--- config.mk ---
export PLATFORM = sky130hd
export DESIGN_NAME = voltage_reference_control
export DESIGN_NICKNAME = d
export VERILOG_FILES = /design/src/pkg/vref_pkg.sv /design/src/hdl/settle_timer.sv /design/src/hdl/voltage_reference_control.sv
export SDC_FILE = /design/constraint.sdc
export NUM_CORES = 1
export LEC_CHECK = 0
export BUFFER_PORTS_ARGS = -buffer_cell sky130_fd_sc_hd__clkbuf_2
export CAP_MARGIN = 20
export CORE_MARGIN = 2
export CORE_UTILIZATION = 40
export CTS_CLUSTER_SIZE = 24
export DETAILED_ROUTE_END_ITERATION = 7
export REMOVE_ABC_BUFFERS = 1
export SLEW_MARGIN = 20
export SYNTH_ARGS = -nofsm -noshare
export SYNTH_HDL_FRONTEND = slang
export SYNTH_SLANG_ARGS = --single-unit
--- constraint.sdc ---
create_clock -name mclk_i -period 1.5 [get_ports mclk_i]
set_input_delay 0.225 -clock mclk_i [delete_from_list [all_inputs] [get_ports mclk_i]]
set_output_delay 0.225 -clock mclk_i [all_outputs]
set_load 0.1 [all_outputs]
--- src/pkg/vref_pkg.sv ---
package vref_pkg;
	// Register indices on the plain port
	localparam logic [1:0] ADDR_FIXED_REF_CONTROL = 2'h0;
	localparam logic [1:0] ADDR_LADDER_CONTROL = 2'h1;
	localparam logic [1:0] ADDR_LADDER_LEVEL = 2'h2;
	// fixed_ref_control fields
	localparam int FIXED_REF_ENABLE_BIT = 7;
	localparam int FIXED_REF_STABLE_BIT = 6;
	localparam int FIXED_REF_GAIN_HI = 5;
	localparam int FIXED_REF_GAIN_LO = 4;
	// ladder_control fields
	localparam int LADDER_ENABLE_BIT = 7;
	localparam int LOW_POWER_SRC_BIT = 6;
	localparam int LADDER_PIN_OE_BIT = 5;
	localparam int POS_SRC_HI = 3;
	localparam int POS_SRC_LO = 2;
	localparam int NEG_SRC_BIT = 0;
	// Level code width
	localparam int LEVEL_BITS = 5;
	// Reset values
	localparam logic [1:0] GAIN_RESET = 2'h1;
	localparam logic [1:0] POS_SRC_RESET = 2'h0;
	localparam logic NEG_SRC_RESET = 1'b0;
	// Writable masks, unimplemented bits read zero
	localparam logic [7:0] FIXED_REF_WMASK = 8'hB0;
	localparam logic [7:0] LADDER_CTRL_WMASK = 8'hED;
	localparam logic [7:0] LADDER_LEVEL_WMASK = 8'h1F;
	// Source and gain encodings
	localparam logic [1:0] POS_SRC_SUPPLY = 2'h0;
	localparam logic [1:0] POS_SRC_EXT = 2'h1;
	localparam logic [1:0] POS_SRC_FIXED = 2'h2;
	localparam logic [1:0] POS_SRC_RESERVED = 2'h3;
	localparam logic [1:0] GAIN_RESERVED = 2'h0;
	// Settling time of the fixed reference
	localparam int SETTLE_NS = 1000;
	localparam int CLK_PERIOD_NS = 10;
	localparam int SETTLE_CYCLES = (SETTLE_NS + CLK_PERIOD_NS - 1) / CLK_PERIOD_NS;
endpackage

--- src/hdl/settle_timer.sv ---
`timescale 1ns/1ps
`default_nettype none
module settle_timer #(
	parameter int CYCLES = 100
) (
	input wire logic mclk_i,
	input wire logic arst_n_i,
	input wire logic enable_i,
	output logic done_o
);
	localparam int CW = $clog2(CYCLES + 1);
	localparam logic [CW-1:0] LAST = CW'(CYCLES);
	logic [CW-1:0] count;

	initial begin
		if (CYCLES < 1) begin
			$error("settle_timer needs at least one cycle");
		end
	end

	// Counts up to CYCLES while enabled and holds there, restarts when disabled
	always_ff @(posedge mclk_i or negedge arst_n_i) begin
		if (!arst_n_i) begin
			count <= '0;
		end else if (!enable_i) begin
			count <= '0;
		end else if (count != LAST) begin
			count <= count + 1'b1;
		end
	end

	// Done is a flop so readback stays glitch free
	always_ff @(posedge mclk_i or negedge arst_n_i) begin
		if (!arst_n_i) begin
			done_o <= 1'b0;
		end else begin
			done_o <= enable_i && (count == LAST);
		end
	end
endmodule
`default_nettype wire

--- src/hdl/voltage_reference_control.sv ---
`timescale 1ns/1ps
`default_nettype none
// Behaviour
// - Ladder current flows only while ladder enable is set.
// - Thirty-two ladder levels chosen by five-bit level code.
// - Enabled output is negative source plus span times code over 32.
// - Ladder voltage reaches the pin only while pin enable set.
// - Pin output overrides digital driver and input detector.
// - Digital read of reference pin returns zero while routed.
// - Fixed reference runs only while its enable bit is set.
// - Gain select gives x1, x2, x4; code zero reserved.
// - Read-only stable flag rises after fixed reference settles.
// - Reset disables both references, pin route, clears level code.
// - Waking from sleep leaves register contents unchanged.
// - Unimplemented register bits read as zero.
// - Level code is right-justified in its register.
// - Ladder ignores all comparator settings.
module voltage_reference_control #(
	parameter int SETTLE = vref_pkg::SETTLE_CYCLES
) (
	input wire logic mclk_i,
	input wire logic arst_n_i,
	input wire logic [1:0] addr_i,
	input wire logic [7:0] wdata_i,
	input wire logic wr_i,
	input wire logic rd_i,
	output logic [7:0] rdata_o,
	input wire logic pin_digital_i,
	input wire logic pin_port_out_i,
	input wire logic pin_port_oe_i,
	input wire logic wake_i,
	output logic pin_digital_o,
	output logic pin_out_o,
	output logic pin_oe_o,
	output logic pin_input_detect_o,
	output logic ladder_enable_o,
	output logic low_power_source_select_o,
	output logic ladder_pin_output_enable_o,
	output logic [1:0] positive_source_select_o,
	output logic negative_source_select_o,
	output logic [vref_pkg::LEVEL_BITS-1:0] ladder_level_code_o,
	output logic [1:0] ladder_tap_select_o,
	output logic fixed_ref_enable_o,
	output logic [1:0] fixed_ref_gain_select_o,
	output logic [2:0] fixed_ref_gain_o
);
	import vref_pkg::*;

	// Tap select codes for the analog mux
	localparam logic [1:0] TAP_OFF = 2'h0;
	localparam logic [1:0] TAP_DIVIDER = 2'h1;
	localparam logic [1:0] TAP_POS = 2'h2;
	localparam logic [1:0] TAP_NEG = 2'h3;
	localparam logic [LEVEL_BITS-1:0] CODE_MAX = '1;
	localparam logic [LEVEL_BITS-1:0] CODE_MIN = '0;

	initial begin
		if (LEVEL_BITS < 1 || LEVEL_BITS > 5) begin
			$error("level code must fit bits 4 to 0");
		end
		if (SETTLE < 1) begin
			$error("settle count must be at least one");
		end
	end

	// Stored register state
	logic fixed_ref_enable;
	logic [1:0] fixed_ref_gain_select;
	logic ladder_enable;
	logic low_power_source_select;
	logic ladder_pin_output_enable;
	logic [1:0] positive_source_select;
	logic negative_source_select;
	logic [LEVEL_BITS-1:0] ladder_level_code;
	logic fixed_ref_stable;
	logic pin_sync1, pin_sync2;

	// Decode shared by write and read paths
	function automatic logic hit(input logic [1:0] a, input logic [1:0] r);
		hit = (a == r);
	endfunction

	// Gain multiplier from the select code, reserved gives none
	function automatic logic [2:0] gain_of(input logic [1:0] g);
		case (g)
			2'h1: gain_of = 3'h1;
			2'h2: gain_of = 3'h2;
			2'h3: gain_of = 3'h4;
			default: gain_of = 3'h0;
		endcase
	endfunction

	// Readable bits of each register, everything else reads zero
	function automatic logic [7:0] read_mask(input logic [1:0] a);
		case (a)
			ADDR_FIXED_REF_CONTROL: begin
				read_mask = FIXED_REF_WMASK | (8'h01 << FIXED_REF_STABLE_BIT);
			end
			ADDR_LADDER_CONTROL: read_mask = LADDER_CTRL_WMASK;
			ADDR_LADDER_LEVEL: read_mask = LADDER_LEVEL_WMASK;
			default: read_mask = 8'h00;
		endcase
	endfunction

	// Fixed reference control, stable bit is not writable
	always_ff @(posedge mclk_i or negedge arst_n_i) begin
		if (!arst_n_i) begin
			fixed_ref_enable <= 1'b0;
			fixed_ref_gain_select <= GAIN_RESET;
		end else if (wr_i && hit(addr_i, ADDR_FIXED_REF_CONTROL)) begin
			fixed_ref_enable <= wdata_i[FIXED_REF_ENABLE_BIT];
			fixed_ref_gain_select <= wdata_i[FIXED_REF_GAIN_HI:FIXED_REF_GAIN_LO];
		end
	end

	// Ladder control; wake has no effect on any register
	always_ff @(posedge mclk_i or negedge arst_n_i) begin
		if (!arst_n_i) begin
			ladder_enable <= 1'b0;
			low_power_source_select <= 1'b0;
			ladder_pin_output_enable <= 1'b0;
			positive_source_select <= POS_SRC_RESET;
			negative_source_select <= NEG_SRC_RESET;
		end else if (wr_i && hit(addr_i, ADDR_LADDER_CONTROL)) begin
			ladder_enable <= wdata_i[LADDER_ENABLE_BIT];
			low_power_source_select <= wdata_i[LOW_POWER_SRC_BIT];
			ladder_pin_output_enable <= wdata_i[LADDER_PIN_OE_BIT];
			positive_source_select <= wdata_i[POS_SRC_HI:POS_SRC_LO];
			negative_source_select <= wdata_i[NEG_SRC_BIT];
		end
	end

	// Level code sits in the low bits of its register
	always_ff @(posedge mclk_i or negedge arst_n_i) begin
		if (!arst_n_i) begin
			ladder_level_code <= '0;
		end else if (wr_i && hit(addr_i, ADDR_LADDER_LEVEL)) begin
			ladder_level_code <= wdata_i[LEVEL_BITS-1:0];
		end
	end

	// Stable flag only after a full settling run while enabled
	settle_timer #(
		.CYCLES(SETTLE)
	) u_settle (
		.mclk_i(mclk_i),
		.arst_n_i(arst_n_i),
		.enable_i(fixed_ref_enable),
		.done_o(fixed_ref_stable)
	);

	// Read data, one cycle after the strobe, zero otherwise
	always_ff @(posedge mclk_i or negedge arst_n_i) begin
		if (!arst_n_i) begin
			rdata_o <= 8'h00;
		end else if (rd_i) begin
			rdata_o <= 8'h00;
			if (hit(addr_i, ADDR_FIXED_REF_CONTROL)) begin
				rdata_o[FIXED_REF_ENABLE_BIT] <= fixed_ref_enable;
				rdata_o[FIXED_REF_STABLE_BIT] <= fixed_ref_stable;
				rdata_o[FIXED_REF_GAIN_HI:FIXED_REF_GAIN_LO] <=
					fixed_ref_gain_select;
			end else if (hit(addr_i, ADDR_LADDER_CONTROL)) begin
				rdata_o[LADDER_ENABLE_BIT] <= ladder_enable;
				rdata_o[LOW_POWER_SRC_BIT] <= low_power_source_select;
				rdata_o[LADDER_PIN_OE_BIT] <= ladder_pin_output_enable;
				rdata_o[POS_SRC_HI:POS_SRC_LO] <= positive_source_select;
				rdata_o[NEG_SRC_BIT] <= negative_source_select;
			end else if (hit(addr_i, ADDR_LADDER_LEVEL)) begin
				rdata_o[LEVEL_BITS-1:0] <= ladder_level_code;
			end
		end else begin
			rdata_o <= 8'h00;
		end
	end

	// Pin synchroniser for the digital read path
	always_ff @(posedge mclk_i or negedge arst_n_i) begin
		if (!arst_n_i) begin
			pin_sync1 <= 1'b0;
			pin_sync2 <= 1'b0;
		end else begin
			pin_sync1 <= pin_digital_i;
			pin_sync2 <= pin_sync1;
		end
	end

	// Pin ownership: reference output takes over the pin
	always_ff @(posedge mclk_i or negedge arst_n_i) begin
		if (!arst_n_i) begin
			pin_out_o <= 1'b0;
			pin_oe_o <= 1'b0;
			pin_input_detect_o <= 1'b1;
			pin_digital_o <= 1'b0;
		end else begin
			pin_out_o <= pin_port_out_i;
			pin_oe_o <= pin_port_oe_i && !ladder_pin_output_enable;
			pin_input_detect_o <= !ladder_pin_output_enable;
			pin_digital_o <= pin_sync2 && !ladder_pin_output_enable;
		end
	end

	// Ladder tap: divider when on, rails at the two end codes in low-power off state, otherwise off
	logic [1:0] next_tap;
	always_comb begin
		next_tap = TAP_OFF;
		if (ladder_enable) begin
			next_tap = TAP_DIVIDER;
		end else if (low_power_source_select) begin
			if (ladder_level_code == CODE_MAX) begin
				next_tap = TAP_POS;
			end else if (ladder_level_code == CODE_MIN) begin
				next_tap = TAP_NEG;
			end
		end
	end

	// Analog controls straight from stored bits, no comparator input
	always_ff @(posedge mclk_i or negedge arst_n_i) begin
		if (!arst_n_i) begin
			ladder_enable_o <= 1'b0;
			low_power_source_select_o <= 1'b0;
			ladder_pin_output_enable_o <= 1'b0;
			positive_source_select_o <= POS_SRC_RESET;
			negative_source_select_o <= NEG_SRC_RESET;
			ladder_level_code_o <= '0;
			ladder_tap_select_o <= TAP_OFF;
		end else begin
			ladder_enable_o <= ladder_enable;
			low_power_source_select_o <= low_power_source_select;
			ladder_pin_output_enable_o <= ladder_pin_output_enable;
			positive_source_select_o <= positive_source_select;
			negative_source_select_o <= negative_source_select;
			ladder_level_code_o <= ladder_level_code;
			ladder_tap_select_o <= next_tap;
		end
	end

	// Fixed reference outputs; reserved gain yields zero gain
	always_ff @(posedge mclk_i or negedge arst_n_i) begin
		if (!arst_n_i) begin
			fixed_ref_enable_o <= 1'b0;
			fixed_ref_gain_select_o <= GAIN_RESET;
			fixed_ref_gain_o <= 3'h0;
		end else begin
			fixed_ref_enable_o <= fixed_ref_enable;
			fixed_ref_gain_select_o <= fixed_ref_gain_select;
			fixed_ref_gain_o <= fixed_ref_enable ?
				gain_of(fixed_ref_gain_select) : 3'h0;
		end
	end
endmodule
`default_nettype wire

==> results.sh, run 1 <==
export IMPL_die_w_um=74.6
export IMPL_multiInputGateArea_um2=588
export IMPL_comb_power_share=0.341
export IMPL_maxCapViolCount=0
export IMPL_ys_flop_type="dfrtp_1"
export IMPL_crit_family="simple AND/OR/NAND/NOR gates"
export IMPL_holdPathStages=1
export IMPL_place_ws_ns=0.0754
export IMPL_ant_nets=0
export IMPL_p_seq_frac=0.468
export IMPL_cts_buffers=5
export IMPL_final_core_util=0.520
export IMPL_synth_area_top_cells="dfrtp_1 65%, mux2_2 7.9%, mux2i_1 4.0%"
export IMPL_fin_worst_skew_ns=0.00478
export IMPL_p_int_mw=2.31
export IMPL_crit_chain="ha_2, nand3_2, or4b_1, o21ai_0"
export IMPL_ys_async_sr_fraction=1.00
export IMPL_cp_depth=4
export IMPL_clkPwrFrac=0.191
export IMPL_holdCritPathClass="in -> reg"
export IMPL_clkSlewWorstSetupHoldPaths_ns=0.09
export IMPL_yosysTopAreaCellShare=0.652
export IMPL_period_share=0.926
export IMPL_crit_slowest_cell="or4b_1"
export IMPL_antenna_cells=0
export IMPL_final_cells=264
export IMPL_root_buffer="clkbuf_8"
export IMPL_nets=216
export IMPL_num_vias=1214
export IMPL_critical_path_max_stage_delay_ns=0.50
export IMPL_yosysSeqAreaShare=0.692
export IMPL_ys_ff_latch=55
export IMPL_crit_arrival_ns=1.61
export IMPL_grtUsageTotal=0.136
export IMPL_grt_antenna_before_repair=0
export IMPL_synthCells=139
export IMPL_syn2layout_area_growth_pct=23.9
export IMPL_grt_pass1_vias=1212
export IMPL_cp_buffers_inverters=0
export IMPL_hold_viol_final=0
export IMPL_setup_viol=0
export IMPL_whs_ns=0.0304
export IMPL_crit_end="u_settle.count[6]"
export IMPL_core_um2=4750
export IMPL_wl_um=3530
export IMPL_setup_tns_ns=0
export IMPL_ios=49
export IMPL_slew_violations=0
export IMPL_placementRows=25
export IMPL_power_density_nw_per_um2=1600
export IMPL_drive_gt1_frac=0.411
export IMPL_synth_area_leader_cell="dfrtp_1"
export IMPL_status="finished clean"
export IMPL_synthTopCellsByCount="52 x dfrtp_1, 14 x mux2_2, 12 x nand2_1"
export IMPL_crit_type="reg -> reg"
export IMPL_worst_setup_path_end_kind="flop"
export IMPL_wire_per_inst_um=13.4
export IMPL_synth_cell_area_um2=2000
export IMPL_yosys_warnings=0
export IMPL_worstReg2RegEnd="u_settle.count[6]"
export IMPL_dp_final_hpwl_um=2570
export IMPL_first_pass_iters=4
export IMPL_die_area_um2=5570
export IMPL_fmax_ghz=0.720
export IMPL_postLayoutSetupSlackWorst_ns=0.111
export IMPL_start_util=0.420
export IMPL_grt_start_max_net_pins=56
export IMPL_cts_htree_levels=2
export IMPL_cts_buffer_depth=2
export IMPL_synth_cell_types=32
export IMPL_avgSynthCellArea_um2=14.4
export IMPL_p_switching_mw=1.66
export IMPL_p_leak_nw=1.21
export IMPL_r2r_start="u_settle.count[0]"
export IMPL_insertion_delay_ns=0.29
export IMPL_fill_cells=444
export IMPL_cts_sinks=55
export IMPL_vdd_ir_drop_max_v=0.000563
export IMPL_tritoncts="done"
export IMPL_crit_path_start_kind="flop"
export IMPL_dp_cells=254
export IMPL_io_buffer_count=47
export IMPL_reg2reg_slack_ns=0.11
export IMPL_seqCellArea_um2=1380
export IMPL_first_iter_violations=92
export IMPL_crit_fanout=4
export IMPL_layout_min_cycle_time_ns=1.39
export IMPL_grt_pass1_wl_um=5690
export IMPL_die_h_um=74.6
export IMPL_relSlewSlack=0.638
export IMPL_grt_overflow=0
export IMPL_gp_congestion=0.851
export IMPL_swShare=0.418
export IMPL_synth_edf_count=0
export IMPL_required_ns=1.72
export IMPL_r2r_cells=4
export IMPL_startpoint="u_settle.count[0]"
export IMPL_worst_pin_slew_ns=0.546
export IMPL_rsz0062_at_grt="no"
export IMPL_yosysMostFrequentCell="dfrtp_1"
export IMPL_remaining_drc_errors=0
export IMPL_vias_per_cell=4.60
[registers in the layout, summed over array words and instances (netlist names), 2 cells and up]
register and count:
fixed_ref_gain_o 3, fixed_ref_gain_select 2, fixed_ref_gain_select_o 2, ladder_level_code 5, ladder_level_code_o 5, ladder_tap_select_o 2, positive_source_select 2, positive_source_select_o 2
rdata_o 8, u_settle.count 7
[metal layers]
layer	vias to the layer above	global-route usage	routed length, um
li1	584	-	-
met1	603	0.179	1610
met2	25	0.220	1770
met3	2	0.0281	134
met4	0	0.0595	22
met5	-	0	0
[cell type report]
class                   instances  area share
flip-flops and latches         55       0.558
multi-input cells              77       0.238
repair buffers                 53       0.132
well taps                      67      0.0339
clock buffers                   7      0.0309
inverters                       4     0.00607
clock inverters                 1     0.00202
[cell usage in the layout (no fill, tap or decap), types with 2 or more instances in the layout]
cell and n:
nand3b_1 2, mux2i_1 8, nand2_1 12, dfstp_2 3, buf_4 4, o21ai_0 2, dfrtp_1 52, mux2_2 14
nor3b_1 3, inv_1 4, clkbuf_2 45, and3_1 2, nor2_1 6, nor2b_1 6, a22oi_1 3, buf_12 3
clkbuf_8 5, nand2b_1 2, clkbuf_1 2
[power groups by stage]
stage               Sequential [mW]  Combinational [mW]  Clock [mW]
detailed placement             1.89                1.34           0
CTS                            1.86                1.35       0.795
finish                         1.85                1.35       0.758
global placement               1.87                1.33           0
floorplan                      2.72               0.187           0
global route                   1.89                1.41       0.847
[logic make-up (layout without fill, tap and decap cells)]
family                     after synthesis  after routing  synth area share
and+or+nand+nor                         44             44             0.126
adders and majority gates                2              2            0.0125
muxes                                   22             22             0.119
xor gates and xnor gates                 1              1           0.00439
buffers and inverters                    7             65            0.0175
DFF                                     55             55             0.692
AOI/OAI and AO/OA                        8              8            0.0288
[how the worst min path moves through the flow]
stage / from / endpoint / slack, ns
after floorplan: arst_n_i / fixed_ref_enable / -0.07
after global placement: arst_n_i / fixed_ref_enable_o / 0.24
after detailed placement: arst_n_i / fixed_ref_enable_o / 0.25
after CTS: pin_digital_i / pin_sync1 / 0.02
after global routing: pin_port_out_i / pin_out_o / 0.02
final: pin_port_out_i / pin_out_o / 0.03
[per-stage QoR]
| step | power [mW] | instance area (um^2) |
|---|---|---|
| floorplan | 2.91 | 1980 |
| global placement | 3.20 | 2370 |
| detailed placement | 3.24 | 2370 |
| finish | 3.97 | 2470 |
| global route | 4.15 | 2470 |
| CTS | 4.00 | 2460 |
[what timing repair did]
item / in CTS / in global routing
endpoints found under the setup margin: 0 / 1
buffers inserted: 0 / 1
hold buffers: 1 / 0
gates resized for setup: 0 / 2
hold endpoints to repair: 52 / 0
(Power assumes the default switching activity.)
==> inputs of run 2 (changes only) <==
--- a/config.mk
+++ b/config.mk
@@ -11,7 +11,6 @@
 export CORE_UTILIZATION = 40
 export CTS_CLUSTER_SIZE = 24
 export DETAILED_ROUTE_END_ITERATION = 7
-export REMOVE_ABC_BUFFERS = 1
 export SLEW_MARGIN = 20
 export SYNTH_ARGS = -nofsm -noshare
 export SYNTH_HDL_FRONTEND = slang
==> run 2 against run 1 <==
Against the previous run:
- worst setup slack gained 0.013 ns
- largest power group unchanged
- final cell count grew 0.38%
- routed wire length shrank 1.5%
- global-route usage grew 0.42 points
- critical path type unchanged
- highest routed layer unchanged
- fmax grew 0.94%
==> results.sh, run 2 (same netlist as run 1, synthesis figures left out) <==
export IMPL_largest_reg_flops=8
export IMPL_required_ns=1.73
export IMPL_comb_power_share=0.331
export IMPL_tritoncts="done"
export IMPL_cts_setup_buffers=0
export IMPL_synth_fp_nets=159
export IMPL_relSlewSlack=0.638
export IMPL_insertion_delay_ns=0.30
export IMPL_syn2layout_area_growth_pct=25.8
export IMPL_swShare=0.412
export IMPL_seqCellArea_um2=1380
export IMPL_cts_sinks=55
export IMPL_die_h_um=74.6
export IMPL_wire_per_inst_um=13.1
export IMPL_root_buffer="clkbuf_8"
export IMPL_wl_um=3480
export IMPL_maxCapViolCount=0
export IMPL_p_switching_mw=1.68
export IMPL_p_seq_frac=0.455
export IMPL_dp_final_hpwl_um=2480
export IMPL_crit_path_start_kind="flop"
export IMPL_grt_start_max_net_pins=56
export IMPL_crit_family="simple AND/OR/NAND/NOR gates"
export IMPL_setup_tns_ns=0
export IMPL_route_met2_wl_um=1640
export IMPL_ant_nets=0
export IMPL_largestRegisters="rdata_o: 8 flops, u_settle.count: 7 flops"
export IMPL_crit_type="reg -> reg"
export IMPL_io_buffer_count=47
export IMPL_crit_slowest_cell="or4b_1"
export IMPL_crit_chain="ha_4, nand3_1, or4b_1, o21ai_0"
export IMPL_vdd_ir_drop_max_v=0.000679
export IMPL_crit_arrival_ns=1.60
export IMPL_grtUsageTotal=0.140
export IMPL_fmax_ghz=0.727
export IMPL_fin_worst_skew_ns=0.00229
export IMPL_status="finished clean"
export IMPL_rsz0062_at_grt="no"
export IMPL_clkSlewWorstSetupHoldPaths_ns=0.09
export IMPL_grt_pass1_wl_um=5690
export IMPL_remaining_drc_errors=0
export IMPL_grt_overflow=0
export IMPL_first_iter_violations=71
export IMPL_period_share=0.917
export IMPL_num_vias=1217
export IMPL_power_density_nw_per_um2=1630
export IMPL_cts_buffer_depth=2
export IMPL_critical_path_max_stage_delay_ns=0.51
export IMPL_grt_pass1_vias=1183
export IMPL_start_util=0.420
export IMPL_worst_pin_slew_ns=0.546
export IMPL_top_register="rdata_o"
export IMPL_multiInputGateArea_um2=593
export IMPL_die_w_um=74.6
export IMPL_cts_buffers=5
export IMPL_cp_buffers_inverters=0
export IMPL_wl_met3_um=201
export IMPL_whs_ns=0.0231
export IMPL_layout_min_cycle_time_ns=1.38
export IMPL_hold_viol_final=0
export IMPL_die_area_um2=5570
export IMPL_gp_congestion=0.828
export IMPL_wirelength_met1_um=1580
export IMPL_setup_viol=0
export IMPL_holdCritPathClass="in -> reg"
export IMPL_drive_gt1_frac=0.424
export IMPL_layout_commonest_cell="dfrtp_1"
export IMPL_grt_antenna_before_repair=0
export IMPL_worst_setup_path_end_kind="flop"
export IMPL_place_ws_ns=0.107
export IMPL_vias_per_cell=4.59
export IMPL_first_pass_iters=4
export IMPL_placementRows=25
export IMPL_p_int_mw=2.40
export IMPL_fill_cells=417
export IMPL_clkPwrFrac=0.214
export IMPL_ios=49
export IMPL_nets=217
export IMPL_core_um2=4750
export IMPL_p_leak_nw=1.22
export IMPL_cts_htree_levels=2
export IMPL_postLayoutSetupSlackWorst_ns=0.124
export IMPL_slew_violations=0
export IMPL_crit_fanout=4
export IMPL_antenna_cells=0
export IMPL_highest_layer="met4"
export IMPL_final_cell_mix="51 x dfrtp_1, 45 x clkbuf_2, 14 x mux2_2, 12 x nand2_1, 8 x mux2i_1"
-- run 2: final timing paths --
| check | from | to | slack (ns) | cells after the start |
|---|---|---|---|---|
| worst max-delay path | u_settle.count[1] | u_settle.count[6] | 0.12 | 4 |
| worst max register to register | u_settle.count[1] | u_settle.count[6] | 0.12 | 4 |
| min in group asynchronous | arst_n_i | pin_digital_o | 0.45 | 3 |
| max in group asynchronous | arst_n_i | fixed_ref_gain_select[0] | 0.76 | 3 |
| worst min register to register | pin_sync1 | pin_sync2 | 0.36 | 0 |
| worst min-delay path | pin_digital_i | pin_sync1 | 0.02 | 1 |
-- run 2: metal layers --
layer  track usage  vias to the layer above
met3        0.0482                        6
met1         0.184                      582
met5             0                        -
li1              -                      589
met2         0.218                       40
met4        0.0536                        0
-- run 2: timing repair --
item,in CTS,in global routing
setup endpoints to repair,0,1
hold buffers,1,0
resized for setup,0,3
endpoints found under the hold margin,52,0
-- run 2: power by group through the flow --
stage	sequential [mW]	combinational, mW	clock [mW]
after floorplan	2.71	0.215	0
after detailed placement	1.88	1.36	0
after global placement	1.87	1.35	0
after global routing	1.89	1.42	0.961
final	1.86	1.35	0.875
after CTS	1.85	1.36	0.901
-- run 2: cell type report --
type / instances / share of cell area
Sequential cell: 55 / 0.550
Inverter: 4 / 0.00598
Clock buffer: 7 / 0.0384
Clock inverter: 1 / 0.00299
Tap cell: 67 / 0.0334
Timing Repair Buffer: 54 / 0.133
Multi-Input combinational cell: 77 / 0.236
-- run 2: per-stage QoR --
step / cells / util / cell area, um^2 / power, mW
floorplan: 139 / - / 2000 / 2.92
global placement: 256 / 0.501 / 2380 / 3.21
detailed placement: 256 / 0.501 / 2380 / 3.24
CTS: 265 / 0.525 / 2500 / 4.11
global route: 265 / 0.528 / 2510 / 4.27
finish: 265 / 0.528 / 2510 / 4.09
==> inputs of run 3 (changes only) <==
--- a/config.mk
+++ b/config.mk
@@ -11,7 +11,9 @@
 export CORE_UTILIZATION = 40
 export CTS_CLUSTER_SIZE = 24
 export DETAILED_ROUTE_END_ITERATION = 7
+export SKIP_CTS_REPAIR_TIMING = 1
 export SLEW_MARGIN = 20
 export SYNTH_ARGS = -nofsm -noshare
 export SYNTH_HDL_FRONTEND = slang
+export SYNTH_HIERARCHICAL = 1
 export SYNTH_SLANG_ARGS = --single-unit
==> run 3 against run 2 <==
Against the previous run:
- critical path type unchanged
- register-to-register slack worse by 0.06 ns
- first-iteration DRC count down 4.2%
- routed wire length up 6.5%
- utilization down 0.66 points
- power down 2.6%
==> results.sh, run 3 <==
export IMPL_cts_buffer_depth=2
export IMPL_synth_area_leader_cell="dfrtp_1"
export IMPL_fill_cells=436
export IMPL_largest_reg_flops=8
export IMPL_holdCritPathClass="in -> reg"
export IMPL_ys_ff_latch=55
export IMPL_final_core_util=0.521
export IMPL_multiInputGateArea_um2=637
export IMPL_crit_fanout=4
export IMPL_grt_pass1_wl_um=5890
export IMPL_antenna_cells=0
export IMPL_root_buffer="clkbuf_8"
export IMPL_core_um2=4820
export IMPL_period_share=0.958
export IMPL_clkSlewWorstSetupHoldPaths_ns=0.09
export IMPL_die_area_um2=5680
export IMPL_fmax_ghz=0.696
export IMPL_synth_cell_area_um2=2040
export IMPL_tritoncts="done"
export IMPL_ys_async_sr_fraction=1.00
export IMPL_syn2layout_area_growth_pct=23.2
export IMPL_rsz0062_at_grt="yes"
export IMPL_critical_path_max_stage_delay_ns=0.50
export IMPL_die_w_um=75.4
export IMPL_vdd_ir_drop_max_v=0.000569
export IMPL_yosys_warnings=6
export IMPL_die_h_um=75.4
export IMPL_dp_final_hpwl_um=2700
export IMPL_gp_congestion=0.818
export IMPL_cts_sinks=55
export IMPL_remaining_drc_errors=0
export IMPL_drive_gt1_frac=0.416
export IMPL_first_pass_iters=4
export IMPL_crit_family="simple AND/OR/NAND/NOR gates"
export IMPL_synthCells=140
export IMPL_synth_cell_types=35
export IMPL_ios=49
export IMPL_wl_um=3700
export IMPL_ant_nets=0
export IMPL_cts_htree_levels=2
export IMPL_required_ns=1.73
export IMPL_worst_pin_slew_ns=0.545
export IMPL_slew_violations=0
export IMPL_yosysMostFrequentCell="dfrtp_1"
export IMPL_final_cell_mix="52 x dfrtp_1, 45 x clkbuf_2, 14 x mux2_2, 10 x nand2_1, 9 x nand3b_1"
export IMPL_status="finished clean"
export IMPL_insertion_delay_ns=0.30
export IMPL_io_buffer_count=47
export IMPL_crit_slowest_cell="or4b_1"
export IMPL_crit_path_start_kind="flop"
export IMPL_place_ws_ns=0.0773
export IMPL_layout_min_cycle_time_ns=1.44
export IMPL_setup_viol=0
export IMPL_grtUsageTotal=0.139
export IMPL_worst_setup_path_end_kind="flop"
export IMPL_relSlewSlack=0.638
export IMPL_yosysSeqAreaShare=0.677
export IMPL_placementRows=25
export IMPL_grt_pass1_vias=1266
export IMPL_crit_chain="ha_1, nand3_2, or4b_1, o21ai_0"
export IMPL_yosysTopAreaCellShare=0.638
export IMPL_synthTopCellsByCount="52 x dfrtp_1, 14 x mux2_2, 10 x nand2_1"
export IMPL_p_leak_nw=1.21
export IMPL_first_iter_violations=68
export IMPL_power_density_nw_per_um2=1580
export IMPL_synth_fp_nets=160
export IMPL_fin_worst_skew_ns=0.00453
export IMPL_wire_per_inst_um=14.0
export IMPL_cp_buffers_inverters=0
export IMPL_avgSynthCellArea_um2=14.6
export IMPL_nets=216
export IMPL_maxCapViolCount=0
export IMPL_grt_antenna_before_repair=0
export IMPL_hold_viol_final=0
export IMPL_synth_edf_count=0
export IMPL_grt_start_max_net_pins=56
export IMPL_vias_per_cell=4.75
export IMPL_whs_ns=0.0239
export IMPL_postLayoutSetupSlackWorst_ns=0.0634
export IMPL_layout_commonest_cell="dfrtp_1"
export IMPL_synth_area_top_cells="dfrtp_1 64%, mux2_2 7.7%, dfstp_2 3.9%"
export IMPL_largestRegisters="rdata_o: 8 flops, u_settle/count: 7 flops"
export IMPL_num_vias=1253
export IMPL_crit_type="reg -> reg"
export IMPL_seqCellArea_um2=1380
export IMPL_ys_flop_type="dfrtp_1"
export IMPL_top_register="rdata_o"
export IMPL_start_util=0.423
export IMPL_grt_overflow=0
export IMPL_cts_buffers=5
export IMPL_crit_arrival_ns=1.66
-- run 3: cell types whose count changed in the layout (fill, tap and decap cells not counted), sizes merged, moves of 2 or more --
| cell | delta |
|---|---|
| nor2b | -5 |
| nand2 | -2 |
| a21boi | +3 |
| buf | -2 |
| a22oi | -3 |
| nand3b | +8 |
-- run 3: cell families (layout without fill, tap and decap cells) --
logic type / count (synthesis) / count (layout) / synth area share
fa+ha+maj: 2 / 2 / 0.0123
simple gates: 46 / 46 / 0.146
buf+inv: 6 / 63 / 0.0135
flops: 55 / 55 / 0.677
compound gates: 9 / 9 / 0.0350
mux: 21 / 21 / 0.112
xor+xnor: 1 / 1 / 0.00430
-- run 3: through the flow --
| step | instances | TNS [ns] | power [mW] | instance area, um^2 |
|---|---|---|---|---|
| 4_1_cts | 263 | 0 | 4.02 | 2490 |
| 2_1_floorplan | 140 | 0 | 2.93 | 2040 |
| 5_1_grt | 264 | -0.0480 | 4.16 | 2510 |
| 3_5_place_dp | 255 | 0 | 3.25 | 2410 |
| 6_report | 264 | 0 | 3.98 | 2510 |
| 3_3_place_gp | 255 | 0 | 3.22 | 2410 |
-- run 3: layer usage --
layer / global-route usage / up-vias / part of all wire / routed length, um
met1: 0.172 / 624 / 0.44 / 1620
li1: - / 592 / - / -
met5: 0 / - / 0 / 0
met2: 0.232 / 32 / 0.51 / 1890
met3: 0.0344 / 5 / 0.038 / 141
met4: 0.0643 / 0 / 0.015 / 54
-- run 3: final timing paths --
check / startpoint / to / slack [ns] / cells after the start
min in group asynchronous: arst_n_i / pin_digital_o / 0.46 / 3
min: pin_port_out_i / pin_out_o / 0.02 / 1
max: u_settle/count[0] / u_settle/count[6] / 0.06 / 4
max reg2reg: u_settle/count[0] / u_settle/count[6] / 0.06 / 4
min reg2reg: pin_sync1 / pin_sync2 / 0.36 / 0
max in group asynchronous: arst_n_i / fixed_ref_gain_select[0] / 0.76 / 3
-- run 3: layout make-up --
class	count	area share
sequential	55	0.550
timing repair buffer	52	0.127
multi-input combinational	79	0.254
tap	67	0.0334
clock inverter	1	0.00199
inverter	3	0.00448
clock buffer	7	0.0304
-- run 3: power breakdown --
part	internal [mW]	switching [mW]
sequential	1.70	0.159
combinational	0.276	1.08
clock	0.329	0.437
total	2.31	1.67
